==> src/hdl/phy_misc_pkg.sv <==
// constants and types for the phy miscellaneous control registers
package phy_misc_pkg;
    // register indices; byte address is four times the index
    localparam logic [7:0] IDX_PHY_CONFIGURATION_THREE  = 8'h1E;
    localparam logic [7:0] IDX_CTRL  = 8'h1F;
    localparam logic [7:0] IDX_TMCH  = 8'h25;
    localparam logic [7:0] IDX_TIMER = 8'h2C;
    localparam int         ADDR_LSB  = 2;

    // configuration three fields
    localparam int BIT_FDX_EXT  = 11;
    localparam int BIT_ROBUST   = 9;
    localparam int BIT_QUICK    = 8;
    localparam int BIT_PAD_ROLE = 7;
    localparam int BIT_FORCE_IRQ = 6;
    localparam int BIT_CABLE_REFLECTOMETRY_FAILED = 2;
    localparam int BIT_CABLE_REFLECTOMETRY_COMPLETE = 1;
    localparam int BIT_TDR_GO   = 0;

    // global control fields
    localparam int BIT_FULL_SOFT_RESET   = 15;
    localparam int BIT_SOFT_RESTART_KEEP_REGS = 14;

    // test channel fields
    localparam int BIT_ALL_PAIRS = 7;
    localparam int PAIR_SEL_HI   = 6;
    localparam int PAIR_SEL_LO   = 5;
    localparam logic [7:0] TMCH_RSVD_HI = 8'h04;

    // crossover timer register reset values
    localparam logic [11:0] TIMER_RSVD_RESET = 12'h141;
    localparam logic [3:0]  TIMER_CODE_RESET = 4'hF;

    // timing
    localparam int CLK_HZ         = 40_000_000;
    localparam int ROBUST_STEP_MS = 32;
    localparam int NORMAL_HUNT_MS = 64;
    localparam int QUICK_HUNT_MS  = 4;
    localparam int ROBUST_STEP_CYCLES = ROBUST_STEP_MS * (CLK_HZ / 1000);
    localparam int NORMAL_HUNT_CYCLES = NORMAL_HUNT_MS * (CLK_HZ / 1000);
    localparam int QUICK_HUNT_CYCLES  = QUICK_HUNT_MS * (CLK_HZ / 1000);

    typedef struct packed {
        logic fdx_ext;
        logic robust;
        logic quick;
        logic pad_role;
        logic force_irq;
        logic cable_reflectometry_failed;
        logic cable_reflectometry_complete;
        logic tdr_go;
    } phy_configuration_three_type;

    localparam phy_configuration_three_type PHY_CONFIGURATION_THREE_RESET = '{
        fdx_ext: 1'b0, robust: 1'b0, quick: 1'b0, pad_role: 1'b0,
        force_irq: 1'b0, cable_reflectometry_failed: 1'b0, cable_reflectometry_complete: 1'b1, tdr_go: 1'b0};
endpackage

==> src/hdl/phy_misc_regs.sv <==
// phy miscellaneous configuration and control register bank
//
// Our own choice: the Wishbone slave port.
`timescale 1ns/1ps
module phy_misc_regs #(
    parameter int ROBUST_STEP = phy_misc_pkg::ROBUST_STEP_CYCLES,
    parameter int NORMAL_HUNT = phy_misc_pkg::NORMAL_HUNT_CYCLES,
    parameter int QUICK_HUNT  = phy_misc_pkg::QUICK_HUNT_CYCLES
) (
    input  wire logic        CLK,
    input  wire logic        RST,
    input  wire logic        WB_CYC_I,
    input  wire logic        WB_STB_I,
    input  wire logic        WB_WE_I,
    input  wire logic [7:0]  WB_ADR_I,
    input  wire logic [3:0]  WB_SEL_I,
    input  wire logic [31:0] WB_DAT_I,
    output logic      [31:0] WB_DAT_O,
    output logic             WB_ACK_O,
    input  wire logic        LOCAL_AUTONEG,
    input  wire logic        LOCAL_FORCED_100,
    input  wire logic        PARTNER_FORCED_100,
    input  wire logic        IEEE_FULL_DUPLEX,
    input  wire logic        LINK_UP,
    input  wire logic        IRQ_EVENT,
    input  wire logic        TDR_FINISHED,
    input  wire logic        TDR_FAILED,
    input  wire logic        PAD_IN,
    output logic             PAD_OUT,
    output logic             PAD_OE,
    output logic             POWER_DOWN,
    output logic             FULL_DUPLEX,
    output logic             MDI_CROSSED,
    output logic             TDR_RUN,
    output logic      [3:0]  TEST_PAIR_EN,
    output logic             SOFT_RESET,
    output logic             SOFT_RESTART
);
    initial begin
        if (ROBUST_STEP < 1)
            $error("robust step must be at least one cycle");
        if (NORMAL_HUNT < 1)
            $error("normal hunt period must be at least one cycle");
        if (QUICK_HUNT < 1)
            $error("quick hunt period must be at least one cycle");
        if (phy_misc_pkg::ADDR_LSB != 2)
            $error("register index decode expects word addressing");
        if (ROBUST_STEP > 268435455)
            $error("robust step too large for the period counter");
    end

    phy_misc_pkg::phy_configuration_three_type cfg;
    logic [2:0]  pair_sel;
    logic [11:0] timer_rsvd;
    logic [3:0]  timer_code;
    logic        full_soft_reset;
    logic        soft_restart_keep_regs;
    logic        pad_meta;
    logic        pad_sync;

    logic        req;
    logic        wr;
    logic [7:0]  idx;
    logic [15:0] wmask;
    logic [15:0] wdata;
    logic [15:0] next_read;
    logic        launch;
    logic        device_reset;

    localparam int ADDR_LSB_W = phy_misc_pkg::ADDR_LSB;

    logic        hit_config;
    logic        hit_control;
    logic        hit_pairs;
    logic        hit_timer;

    assign req = WB_CYC_I && WB_STB_I && !WB_ACK_O;
    assign wr = req && WB_WE_I;
    assign idx = {2'b00, WB_ADR_I[7:ADDR_LSB_W]};
    assign wmask = {{8{WB_SEL_I[1]}}, {8{WB_SEL_I[0]}}};
    assign wdata = WB_DAT_I[15:0];

    // one decode per register keeps the write and strobe logic short
    assign hit_config = idx == phy_misc_pkg::IDX_PHY_CONFIGURATION_THREE;
    assign hit_control = idx == phy_misc_pkg::IDX_CTRL;
    assign hit_pairs = idx == phy_misc_pkg::IDX_TMCH;
    assign hit_timer = idx == phy_misc_pkg::IDX_TIMER;
    // a restart resets the engines; a full reset does too, plus registers
    assign device_reset = full_soft_reset || soft_restart_keep_regs;

    // launch only on a written one; a held one does not restart runs
    assign launch = wr && hit_config
        && WB_SEL_I[0] && wdata[phy_misc_pkg::BIT_TDR_GO];

    // bus answer: one ack per request, dropped the cycle after
    always_ff @(posedge CLK or posedge RST) begin
        if (RST) begin
            WB_ACK_O <= 1'b0;
            WB_DAT_O <= 32'h0000_0000;
        end else begin
            WB_ACK_O <= req;
            if (req)
                WB_DAT_O <= {16'h0000, next_read};
        end
    end

    // read mux; unmapped addresses read zero
    always_comb begin
        next_read = 16'h0000;
        case (idx)
            phy_misc_pkg::IDX_PHY_CONFIGURATION_THREE: begin
                next_read[phy_misc_pkg::BIT_FDX_EXT] = cfg.fdx_ext;
                next_read[phy_misc_pkg::BIT_ROBUST] = cfg.robust;
                next_read[phy_misc_pkg::BIT_QUICK] = cfg.quick;
                next_read[phy_misc_pkg::BIT_PAD_ROLE] = cfg.pad_role;
                next_read[phy_misc_pkg::BIT_FORCE_IRQ] = cfg.force_irq;
                next_read[phy_misc_pkg::BIT_CABLE_REFLECTOMETRY_FAILED] = cfg.cable_reflectometry_failed;
                next_read[phy_misc_pkg::BIT_CABLE_REFLECTOMETRY_COMPLETE] = cfg.cable_reflectometry_complete;
                next_read[phy_misc_pkg::BIT_TDR_GO] = cfg.tdr_go;
            end
            // reserved bits simply never get a value
            phy_misc_pkg::IDX_CTRL: begin
                next_read[phy_misc_pkg::BIT_FULL_SOFT_RESET] = full_soft_reset;
                next_read[phy_misc_pkg::BIT_SOFT_RESTART_KEEP_REGS] = soft_restart_keep_regs;
            end
            phy_misc_pkg::IDX_TMCH: begin
                next_read[15:8] = phy_misc_pkg::TMCH_RSVD_HI;
                next_read[7:5] = pair_sel;
            end
            phy_misc_pkg::IDX_TIMER: begin
                next_read = {timer_rsvd, timer_code};
            end
            default: begin
                next_read = 16'h0000;
            end
        endcase
    end

    // self-clearing reset and restart strobes, one cycle each
    always_ff @(posedge CLK or posedge RST) begin
        if (RST) begin
            full_soft_reset <= 1'b0;
            soft_restart_keep_regs <= 1'b0;
        end else begin
            full_soft_reset <= wr && hit_control && WB_SEL_I[1]
                && wdata[phy_misc_pkg::BIT_FULL_SOFT_RESET];
            soft_restart_keep_regs <= wr && hit_control
                && WB_SEL_I[1]
                && wdata[phy_misc_pkg::BIT_SOFT_RESTART_KEEP_REGS];
        end
    end

    always_ff @(posedge CLK or posedge RST) begin
        if (RST) begin
            SOFT_RESET <= 1'b0;
            SOFT_RESTART <= 1'b0;
        end else begin
            SOFT_RESET <= full_soft_reset;
            SOFT_RESTART <= soft_restart_keep_regs;
        end
    end

    // writable configuration; full soft reset restores defaults
    always_ff @(posedge CLK or posedge RST) begin
        if (RST) begin
            cfg.fdx_ext <= phy_misc_pkg::PHY_CONFIGURATION_THREE_RESET.fdx_ext;
            cfg.robust <= phy_misc_pkg::PHY_CONFIGURATION_THREE_RESET.robust;
            cfg.quick <= phy_misc_pkg::PHY_CONFIGURATION_THREE_RESET.quick;
            cfg.pad_role <= phy_misc_pkg::PHY_CONFIGURATION_THREE_RESET.pad_role;
            cfg.force_irq <= phy_misc_pkg::PHY_CONFIGURATION_THREE_RESET.force_irq;
            cfg.tdr_go <= phy_misc_pkg::PHY_CONFIGURATION_THREE_RESET.tdr_go;
            pair_sel <= 3'h0;
            timer_rsvd <= phy_misc_pkg::TIMER_RSVD_RESET;
            timer_code <= phy_misc_pkg::TIMER_CODE_RESET;
        end else if (full_soft_reset) begin
            cfg.fdx_ext <= phy_misc_pkg::PHY_CONFIGURATION_THREE_RESET.fdx_ext;
            cfg.robust <= phy_misc_pkg::PHY_CONFIGURATION_THREE_RESET.robust;
            cfg.quick <= phy_misc_pkg::PHY_CONFIGURATION_THREE_RESET.quick;
            cfg.pad_role <= phy_misc_pkg::PHY_CONFIGURATION_THREE_RESET.pad_role;
            cfg.force_irq <= phy_misc_pkg::PHY_CONFIGURATION_THREE_RESET.force_irq;
            cfg.tdr_go <= phy_misc_pkg::PHY_CONFIGURATION_THREE_RESET.tdr_go;
            pair_sel <= 3'h0;
            timer_rsvd <= phy_misc_pkg::TIMER_RSVD_RESET;
            timer_code <= phy_misc_pkg::TIMER_CODE_RESET;
        end else if (wr) begin
            if (hit_config) begin
                if (WB_SEL_I[1])
                    cfg.fdx_ext <= wdata[phy_misc_pkg::BIT_FDX_EXT];
                if (WB_SEL_I[1])
                    cfg.robust <= wdata[phy_misc_pkg::BIT_ROBUST];
                if (WB_SEL_I[1])
                    cfg.quick <= wdata[phy_misc_pkg::BIT_QUICK];
                if (WB_SEL_I[0])
                    cfg.pad_role <= wdata[phy_misc_pkg::BIT_PAD_ROLE];
                if (WB_SEL_I[0])
                    cfg.force_irq <= wdata[phy_misc_pkg::BIT_FORCE_IRQ];
                if (WB_SEL_I[0])
                    cfg.tdr_go <= wdata[phy_misc_pkg::BIT_TDR_GO];
            end
            if (hit_pairs && WB_SEL_I[0])
                pair_sel <= wdata[7:5];
            if (hit_timer) begin
                timer_rsvd <= (timer_rsvd & ~wmask[15:4])
                    | (wdata[15:4] & wmask[15:4]);
                timer_code <= (timer_code & ~wmask[3:0])
                    | (wdata[3:0] & wmask[3:0]);
            end
        end
    end

    // reflectometry status: finish wins over a launch in the same cycle
    always_ff @(posedge CLK or posedge RST) begin
        if (RST) begin
            cfg.cable_reflectometry_complete <= phy_misc_pkg::PHY_CONFIGURATION_THREE_RESET.cable_reflectometry_complete;
            cfg.cable_reflectometry_failed <= phy_misc_pkg::PHY_CONFIGURATION_THREE_RESET.cable_reflectometry_failed;
            TDR_RUN <= 1'b0;
        end else if (device_reset) begin
            cfg.cable_reflectometry_complete <= phy_misc_pkg::PHY_CONFIGURATION_THREE_RESET.cable_reflectometry_complete;
            cfg.cable_reflectometry_failed <= phy_misc_pkg::PHY_CONFIGURATION_THREE_RESET.cable_reflectometry_failed;
            TDR_RUN <= 1'b0;
        end else if (TDR_RUN && TDR_FINISHED) begin
            cfg.cable_reflectometry_complete <= 1'b1;
            cfg.cable_reflectometry_failed <= TDR_FAILED;
            TDR_RUN <= 1'b0;
        end else if (launch) begin
            cfg.cable_reflectometry_complete <= 1'b0;
            cfg.cable_reflectometry_failed <= 1'b0;
            TDR_RUN <= 1'b1;
        end
    end

    // duplex resolution
    always_ff @(posedge CLK or posedge RST) begin
        if (RST)
            FULL_DUPLEX <= 1'b0;
        else if (cfg.fdx_ext && PARTNER_FORCED_100
                 && (LOCAL_AUTONEG || LOCAL_FORCED_100))
            FULL_DUPLEX <= 1'b1;
        else
            FULL_DUPLEX <= IEEE_FULL_DUPLEX;
    end

    // crossover hunting: swap pairs each period until link comes up
    logic [31:0] hunt_count;
    logic [31:0] hunt_limit;
    logic        quick_case;
    logic        hunting;

    assign quick_case = cfg.quick && LOCAL_FORCED_100 && !LOCAL_AUTONEG;
    // plain hunting needs negotiation; robust hunts in every mode
    assign hunting = !LINK_UP
        && (LOCAL_AUTONEG || cfg.robust || quick_case);

    always_comb begin
        if (quick_case)
            hunt_limit = 32'(QUICK_HUNT);
        else if (cfg.robust)
            hunt_limit = 32'(ROBUST_STEP) * {28'h0, timer_code}
                + 32'(ROBUST_STEP);
        else
            hunt_limit = 32'(NORMAL_HUNT);
    end

    always_ff @(posedge CLK or posedge RST) begin
        if (RST) begin
            hunt_count <= 32'h0000_0000;
            MDI_CROSSED <= 1'b0;
        end else if (device_reset || !hunting) begin
            hunt_count <= 32'h0000_0000;
            if (device_reset)
                MDI_CROSSED <= 1'b0;
        end else if (hunt_count + 32'h0000_0001 >= hunt_limit) begin
            hunt_count <= 32'h0000_0000;
            MDI_CROSSED <= !MDI_CROSSED;
        end else begin
            hunt_count <= hunt_count + 32'h0000_0001;
        end
    end

    // test mode pair enables
    always_ff @(posedge CLK or posedge RST) begin
        if (RST)
            TEST_PAIR_EN <= 4'h0;
        else if (pair_sel[2])
            TEST_PAIR_EN <= 4'hF;
        else begin
            // explicit table so pair order A to D is plain to see
            case (pair_sel[1:0])
                2'h0: TEST_PAIR_EN <= 4'h1;
                2'h1: TEST_PAIR_EN <= 4'h2;
                2'h2: TEST_PAIR_EN <= 4'h4;
                2'h3: TEST_PAIR_EN <= 4'h8;
                default: TEST_PAIR_EN <= 4'h0;
            endcase
        end
    end

    // shared pad; the input is a pin so it is synchronised first
    always_ff @(posedge CLK or posedge RST) begin
        if (RST) begin
            pad_meta <= 1'b1;
            pad_sync <= 1'b1;
        end else begin
            pad_meta <= PAD_IN;
            pad_sync <= pad_meta;
        end
    end

    // pad is active low in both roles; drives only as an interrupt
    always_ff @(posedge CLK or posedge RST) begin
        if (RST) begin
            PAD_OE <= 1'b0;
            PAD_OUT <= 1'b1;
            POWER_DOWN <= 1'b0;
        end else begin
            PAD_OE <= cfg.pad_role;
            PAD_OUT <= !(cfg.force_irq || IRQ_EVENT);
            POWER_DOWN <= !cfg.pad_role && !pad_sync;
        end
    end
endmodule
==> config.mk <==
export PLATFORM = sky130hd
export DESIGN_NAME = phy_misc_regs
export DESIGN_NICKNAME = d
export VERILOG_FILES = /design/src/hdl/phy_misc_pkg.sv /design/src/hdl/phy_misc_regs.sv
export SDC_FILE = /design/constraint.sdc
export NUM_CORES = 1
export LEC_CHECK = 0
export CAP_MARGIN = 20
export CORE_UTILIZATION = 30
export DETAILED_ROUTE_END_ITERATION = 8
export DONT_BUFFER_PORTS = 1
export GPL_TIMING_DRIVEN = 0
export PLACE_DENSITY = 0.47
export SYNTH_ARGS = -nofsm -noshare
export SYNTH_HDL_FRONTEND = slang
export SYNTH_SLANG_ARGS = --single-unit
export TNS_END_PERCENT = 5
==> constraint.sdc <==
create_clock -name CLK -period 10.75 [get_ports CLK]
set_clock_uncertainty 0.15 [all_clocks]
set_input_delay 1.6125 -clock CLK [delete_from_list [all_inputs] [get_ports CLK]]
set_output_delay 1.6125 -clock CLK [all_outputs]
set_load 0.01 [all_outputs]
# [Word level (Yosys, flattened, before mapping)]
# Index checks and enable logic that the tools add are counted.
[totals] inputBits=58 ff_bits=92 word_cells=138 output_inout_bits=45
[op_classes] eq_ne=8 n_reduce_logical=46 bitwise_logic=8 magnitude_cmp=1 add_sub_neg=2 n_mul=1 muxes=45
[op_table] cell="two-way mux 32 bit" count=2
[op_table] cell="two-way mux 26 bit" count=2
[op_table] cell="two-way mux 12 bit" count=3
[op_table] cell="adder 32 x 1 -> 32 bit, second input constant" count=1
[op_table] cell=">= comparator 32 bit" count=1
[op_table] cell="adder 25 x 21 -> 26 bit, second input constant" count=1
[op_table] cell="AND 12 bit" count=2
[op_table] cell="logical AND 1 bit" count=18
[op_table] cell="two-way mux 1 bit" count=16
[op_table] cell="two-way mux 4 bit" count=4
[op_table] cell="case mux 4 bit (4 select lines)" count=1
[op_table] cell="two-way mux 5 bit" count=3
[op_table] cell="multiplier 10 x 4 -> 14 bit, first input constant" count=1
[op_table] cell="nonzero test 2 bit" count=7
[op_table] cell="equality test 6 x 5 -> 1 bit, second input constant" count=2
[op_table] cell="equality test 6 bit, second input constant" count=2
[op_table] cell="NOT 12 bit" count=1
[op_table] cell="OR 12 bit" count=1
[op_table] cell="case mux 4 bit (3 select lines)" count=1
[op_table] cell="two-way mux 2 bit" count=5
[op_table] cell="two-way mux 3 bit" count=3
[op_table] cell="AND 4 bit" count=2
[op_table] cell="logical NOT 1 bit" count=8
[op_table] cell="logical OR 1 bit" count=6
[op_table] cell="12 further kinds" count=18

# [Logic depth before layout (Yosys ltp)]
[logic_depth] ltp_word=9 depth_mapped=22 mapped_depth_nobuf=21

# [Worst setup path before layout]
# No wires, ideal clock.
[synth_path] kind="register to register" start="register timer_code[1]" end="register hunt_count[17]" synth_period_minus_slack_ns=4.890 slack_ns=5.860 path_stages_with_launch=22 setup_ns=0.069 arrival_time_ns=4.671 required_time_ns=10.531 path_buffers=1 path_cell_list="dfstp_2 -> inv_1 -> fa_1 -> inv_1 -> ha_1 -> inv_1 -> fa_1 -> xor2_1 -> nor2_1 -> a21oi_1 -> a21boi_0 -> or4_1 -> nand3_1 -> ha_1 -> nand4_1 -> nor3_1 -> a221oi_1 -> o21ai_0 -> a311oi_2 -> nand3_2 -> buf_6 -> nor2b_2"
[synth_between] elab_chain_cells=7
[synth_lines] item="start: declaration" line_no="phy_misc_regs.sv:55" source="logic [3:0] timer_code;"
[synth_lines] item="start signal: assignment" line_no="phy_misc_regs.sv:174" source="timer_code <= phy_misc_pkg::TIMER_CODE_RESET;"
[synth_lines] item="start signal: assignment" line_no="phy_misc_regs.sv:184" source="timer_code <= phy_misc_pkg::TIMER_CODE_RESET;"
[synth_lines] item="start signal: assignment" line_no="phy_misc_regs.sv:205" source="timer_code <= (timer_code & ~wmask[3:0])"
[synth_lines] item="multiplier 10 x 4 -> 14 bit" line_no="phy_misc_regs.sv:258" source="hunt_limit = 32'(ROBUST_STEP) * {28'h0, timer_code}"
[synth_lines] item="adder 25 x 21 -> 26 bit" line_no="phy_misc_regs.sv:259" source="+ 32'(ROBUST_STEP);"
[synth_lines] item="two-way mux 26 bit" line_no="phy_misc_regs.sv:257" source="else if (cfg.robust)"
[synth_lines] item="two-way mux 26 bit" line_no="phy_misc_regs.sv:255" source="if (quick_case)"
[synth_lines] item=">= comparator 32 bit" line_no="phy_misc_regs.sv:272" source="end else if (hunt_count + 32'h0000_0001 >= hunt_limit) begin"
[synth_lines] item="two-way mux 32 bit" line_no="phy_misc_regs.sv:272"
[synth_lines] item="two-way mux 32 bit" line_no="phy_misc_regs.sv:268" source="end else if (device_reset || !hunting) begin"
[synth_lines] item="end signal: assignment" line_no="phy_misc_regs.sv:276" source="hunt_count <= hunt_count + 32'h0000_0001;"
[synth_lines] item="end: declaration" line_no="phy_misc_regs.sv:244" source="logic [31:0] hunt_count;"
# Every way passes these cells.
# A chain may end at the register's enable or synchronous reset.

# [Worst setup path in the final report]
[layout_path] start="register timer_code[1]" end="register hunt_count[23]"
# Same word-level chain as after synthesis.

==> results.yml <==
sta:
  fmax_mhz: 179.5
  setup_slack_ps: 5180
  fin_crit_sh: 0.5181
  worst-slew-pin-transition_ps: 756.2
  drv_slew: 0
  slew_headroom: 0.4940
  hold_violations: 0
  rsz0062_at_grt: "false"
  period_needed_ps: 5570
  hold-worst-slack_ps: 209.6
  setup_viol: 0
  tns_ps: 0
synth:
  synth_commonest_cells: "dfrtp_1 (81), nor2_1 (77), nand2_1 (38), ha_1 (33), inv_1 (31)"
  synth-edff-count: 0
  yosysUniqueCellTypes: 59
  synth_largest_area_cell: "dfrtp_1"
  synthCells: 548
  netlist.area_leader.share: 0.3763
  synth_area_leaders: "dfrtp_1 (38%), ha_1 (7.7%), dfstp_2 (5.4%)"
  ys_seq_area_frac: 0.4300
  synth_flop_cell: "dfrtp_1"
  synth-seq-cells: 92
  yosys_warnings: 0
  yosysMostFrequentCell: "dfrtp_1"
  synthesis.area_um2: 5386
  synth.avg_cell_area_um2: 9.829
  async_flop_share: 1.000
pwr:
  p_seq_frac: 0.470
  p_int_mw: 0.5942
  p_leak_nw: 2.983
  ir_drop_mv: 0.06833
  p_per_area_nw_per_um2: 130.6
  power.switching_mw: 0.2050
  comb_power_share: 0.070
  p_clk_frac: 0.459
  swShare: 0.2565
cts:
  post_cts_buffers: 0
  h-tree-depth: 3
  clk_latency_ps: 350
  cts_made_buffers: 9
  cts_tree: "done"
  hold_buffers: 0
  clock_path_buffers: 2
  ctsResizeCount: 0
  clk_pin_slew_ps: 70
  cts-root-buf: "clkbuf_16"
  cts.sinks: 92
worst_setup_path:
  timing.rr.end: "hunt_count[23]"
  end_kind: "flip-flop"
  startpoint_type: "flip-flop"
  worstPathBufferInverterCount: 4
  r2r_start: "timer_code[1]"
  worstPathMaxFanout: 10
  cpPeakStageDelay_ps: 610
  reg2reg_setup_slack_ps: 5180
  crit_type: "reg -> reg"
  cp.arrival_ps: 5700
  cp.required_ps: 10880
  cp_cell_sequence: "inv_1 > fa_1 > inv_1 > ha_1 > ha_1 > a21o_1 > a21oi_1 > o21ai_0 > a21oi_1 > xnor2_1 > or4_1 > nand3_1 > ha_1 > nand4_1 > inv_1 > a221oi_1 > o21ai_0 > a311oi_2 > nand3_2 > buf_6 > nor2b_2"
  crit_slowest_cell: "dfstp_2"
  cpLargestDelayFamily: "compound AO/OA/AOI/OAI gates"
  r2r.worst_path.cells: 21
place:
  gp_congestion: 0.8025
  dpl.hpwl_um: 9667
  io_buffers: 0
  dp_slack_ps: 5194
job:
  maxCapViolCount: 0
worst_hold_path:
  hold_depth: 0
  min_path_type: "reg -> reg"
  hp-start: "pad_meta"
  min_to: "pad_sync"
run_status:
  status: "completed"
global_routing:
  busiest_layer: "met2"
  use_met3: 0.04623
  grtUsageTotal: 0.1486
  grt_overflow: 0
  grt_first_pass_wirelength_um: 21070
  grt_pass1_vias: 4035
  grt_max_degree: 68
  antenna_found_initial: 0
  grt_util_met1: 0.1757
  met2_usage: 0.2511
die:
  ios: 103
  fp.dieW_um: 136.0
  die_h_um: 136.0
  core_um2: 17420
  row_count: 48
  die_area_um2: 18490
  initial_core_util: 0.3093
route:
  drt-pass1-iter-count: 4
  wirelength_um: 12540
  dr.first_iter.drc_count: 135
  route.detailed.drc: 0
  vias: 3894
  wl_per_cell_um: 15.46
  antenna_left: 0
  vias_per_cell: 4.801
cells_and_area:
  drive_above_1_share: 0.1485
  fin_nets: 675
  nFillCells: 1809
  antenna_cells: 0
  register_area_um2: 2316
  multi_input_area_um2: 2825
  syn_to_final_growth_pct: 13.61
## area by class of cell
cell class / count / area share
buffer: 31 / 0.03333
clock buffer: 9 / 0.03680
clock inverter: 7 / 0.01922
inverter: 32 / 0.02004
multi-input combinational: 414 / 0.4617
sequential: 92 / 0.3784
tap: 225 / 0.04600
timing repair buffer: 1 / 0.004498
## worst max-delay path by stage
stage | startpoint | end | slack [ps] | cells after the start
6_report | timer_code[1] | hunt_count[23] | 5180 | 21
5_1_grt | timer_code[1] | hunt_count[23] | 4680 | 21
4_1_cts | timer_code[2] | hunt_count[23] | 5150 | 21
3_5_place_dp | timer_code[2] | hunt_count[22] | 5190 | 21
3_3_place_gp | timer_code[1] | hunt_count[20] | 5240 | 21
2_1_floorplan | timer_code[1] | hunt_count[17] | 5860 | 21
## flip-flops by register name, indices dropped and copies added (netlist names), 3 cells and up
name	cells
WB_DAT_O	16
pair_sel	3
timer_code	4
hunt_count	32
TEST_PAIR_EN	4
cfg	8
timer_rsvd	12
## logic make-up after synthesis
| group | Yosys count | share of synthesized area |
|---|---|---|
| buf+inv | 63 | 0.06016 |
| compound gates | 69 | 0.09036 |
| xor+xnor | 39 | 0.06342 |
| simple gates | 225 | 0.2242 |
| fa+ha+maj | 36 | 0.08781 |
| other cells | 1 | 0.0006962 |
| mux | 23 | 0.04344 |
| flops | 92 | 0.4300 |
## layout by cell type (no fill, tap or decap), types with 9 or more instances in the layout
| cell type | instances |
|---|---|
| nand3_1 | 27 |
| a221oi_1 | 11 |
| a21oi_1 | 15 |
| o21ai_0 | 14 |
| dfrtp_1 | 81 |
| clkbuf_1 | 10 |
| xor2_1 | 15 |
| nand4_1 | 14 |
| clkbuf_16 | 9 |
| conb_1 | 22 |
| ha_1 | 33 |
| nor2_1 | 77 |
| inv_1 | 30 |
| dfstp_2 | 11 |
| mux2i_1 | 20 |
| nand2_1 | 38 |
| buf_4 | 17 |
| xnor2_1 | 24 |
## power by group through the flow
stage / Sequential (mW) / Combinational, mW / Clock (mW)
2_1_floorplan: 0.378 / 0.0456 / 0
3_3_place_gp: 0.383 / 0.0542 / 0
3_5_place_dp: 0.383 / 0.0571 / 0
4_1_cts: 0.376 / 0.0574 / 0.379
5_1_grt: 0.378 / 0.0658 / 0.391
6_report: 0.376 / 0.0562 / 0.367
## metrics by stage
stage	cell area [um^2]	util	power (mW)	cells
2_1_floorplan	5465	-	0.4236	569
3_3_place_gp	5747	0.3300	0.4368	794
3_5_place_dp	5777	0.3317	0.4401	795
4_1_cts	6120	0.3514	0.8128	811
5_1_grt	6120	0.3514	0.8343	811
6_report	6120	0.3514	0.7992	811
## layer usage
layer	vias up	routed length, um
li1	1914	-
met1	1873	5399
met2	87	6079
met3	20	789
met4	0	273
met5	-	0
Power figures use the tool's default switching activity.
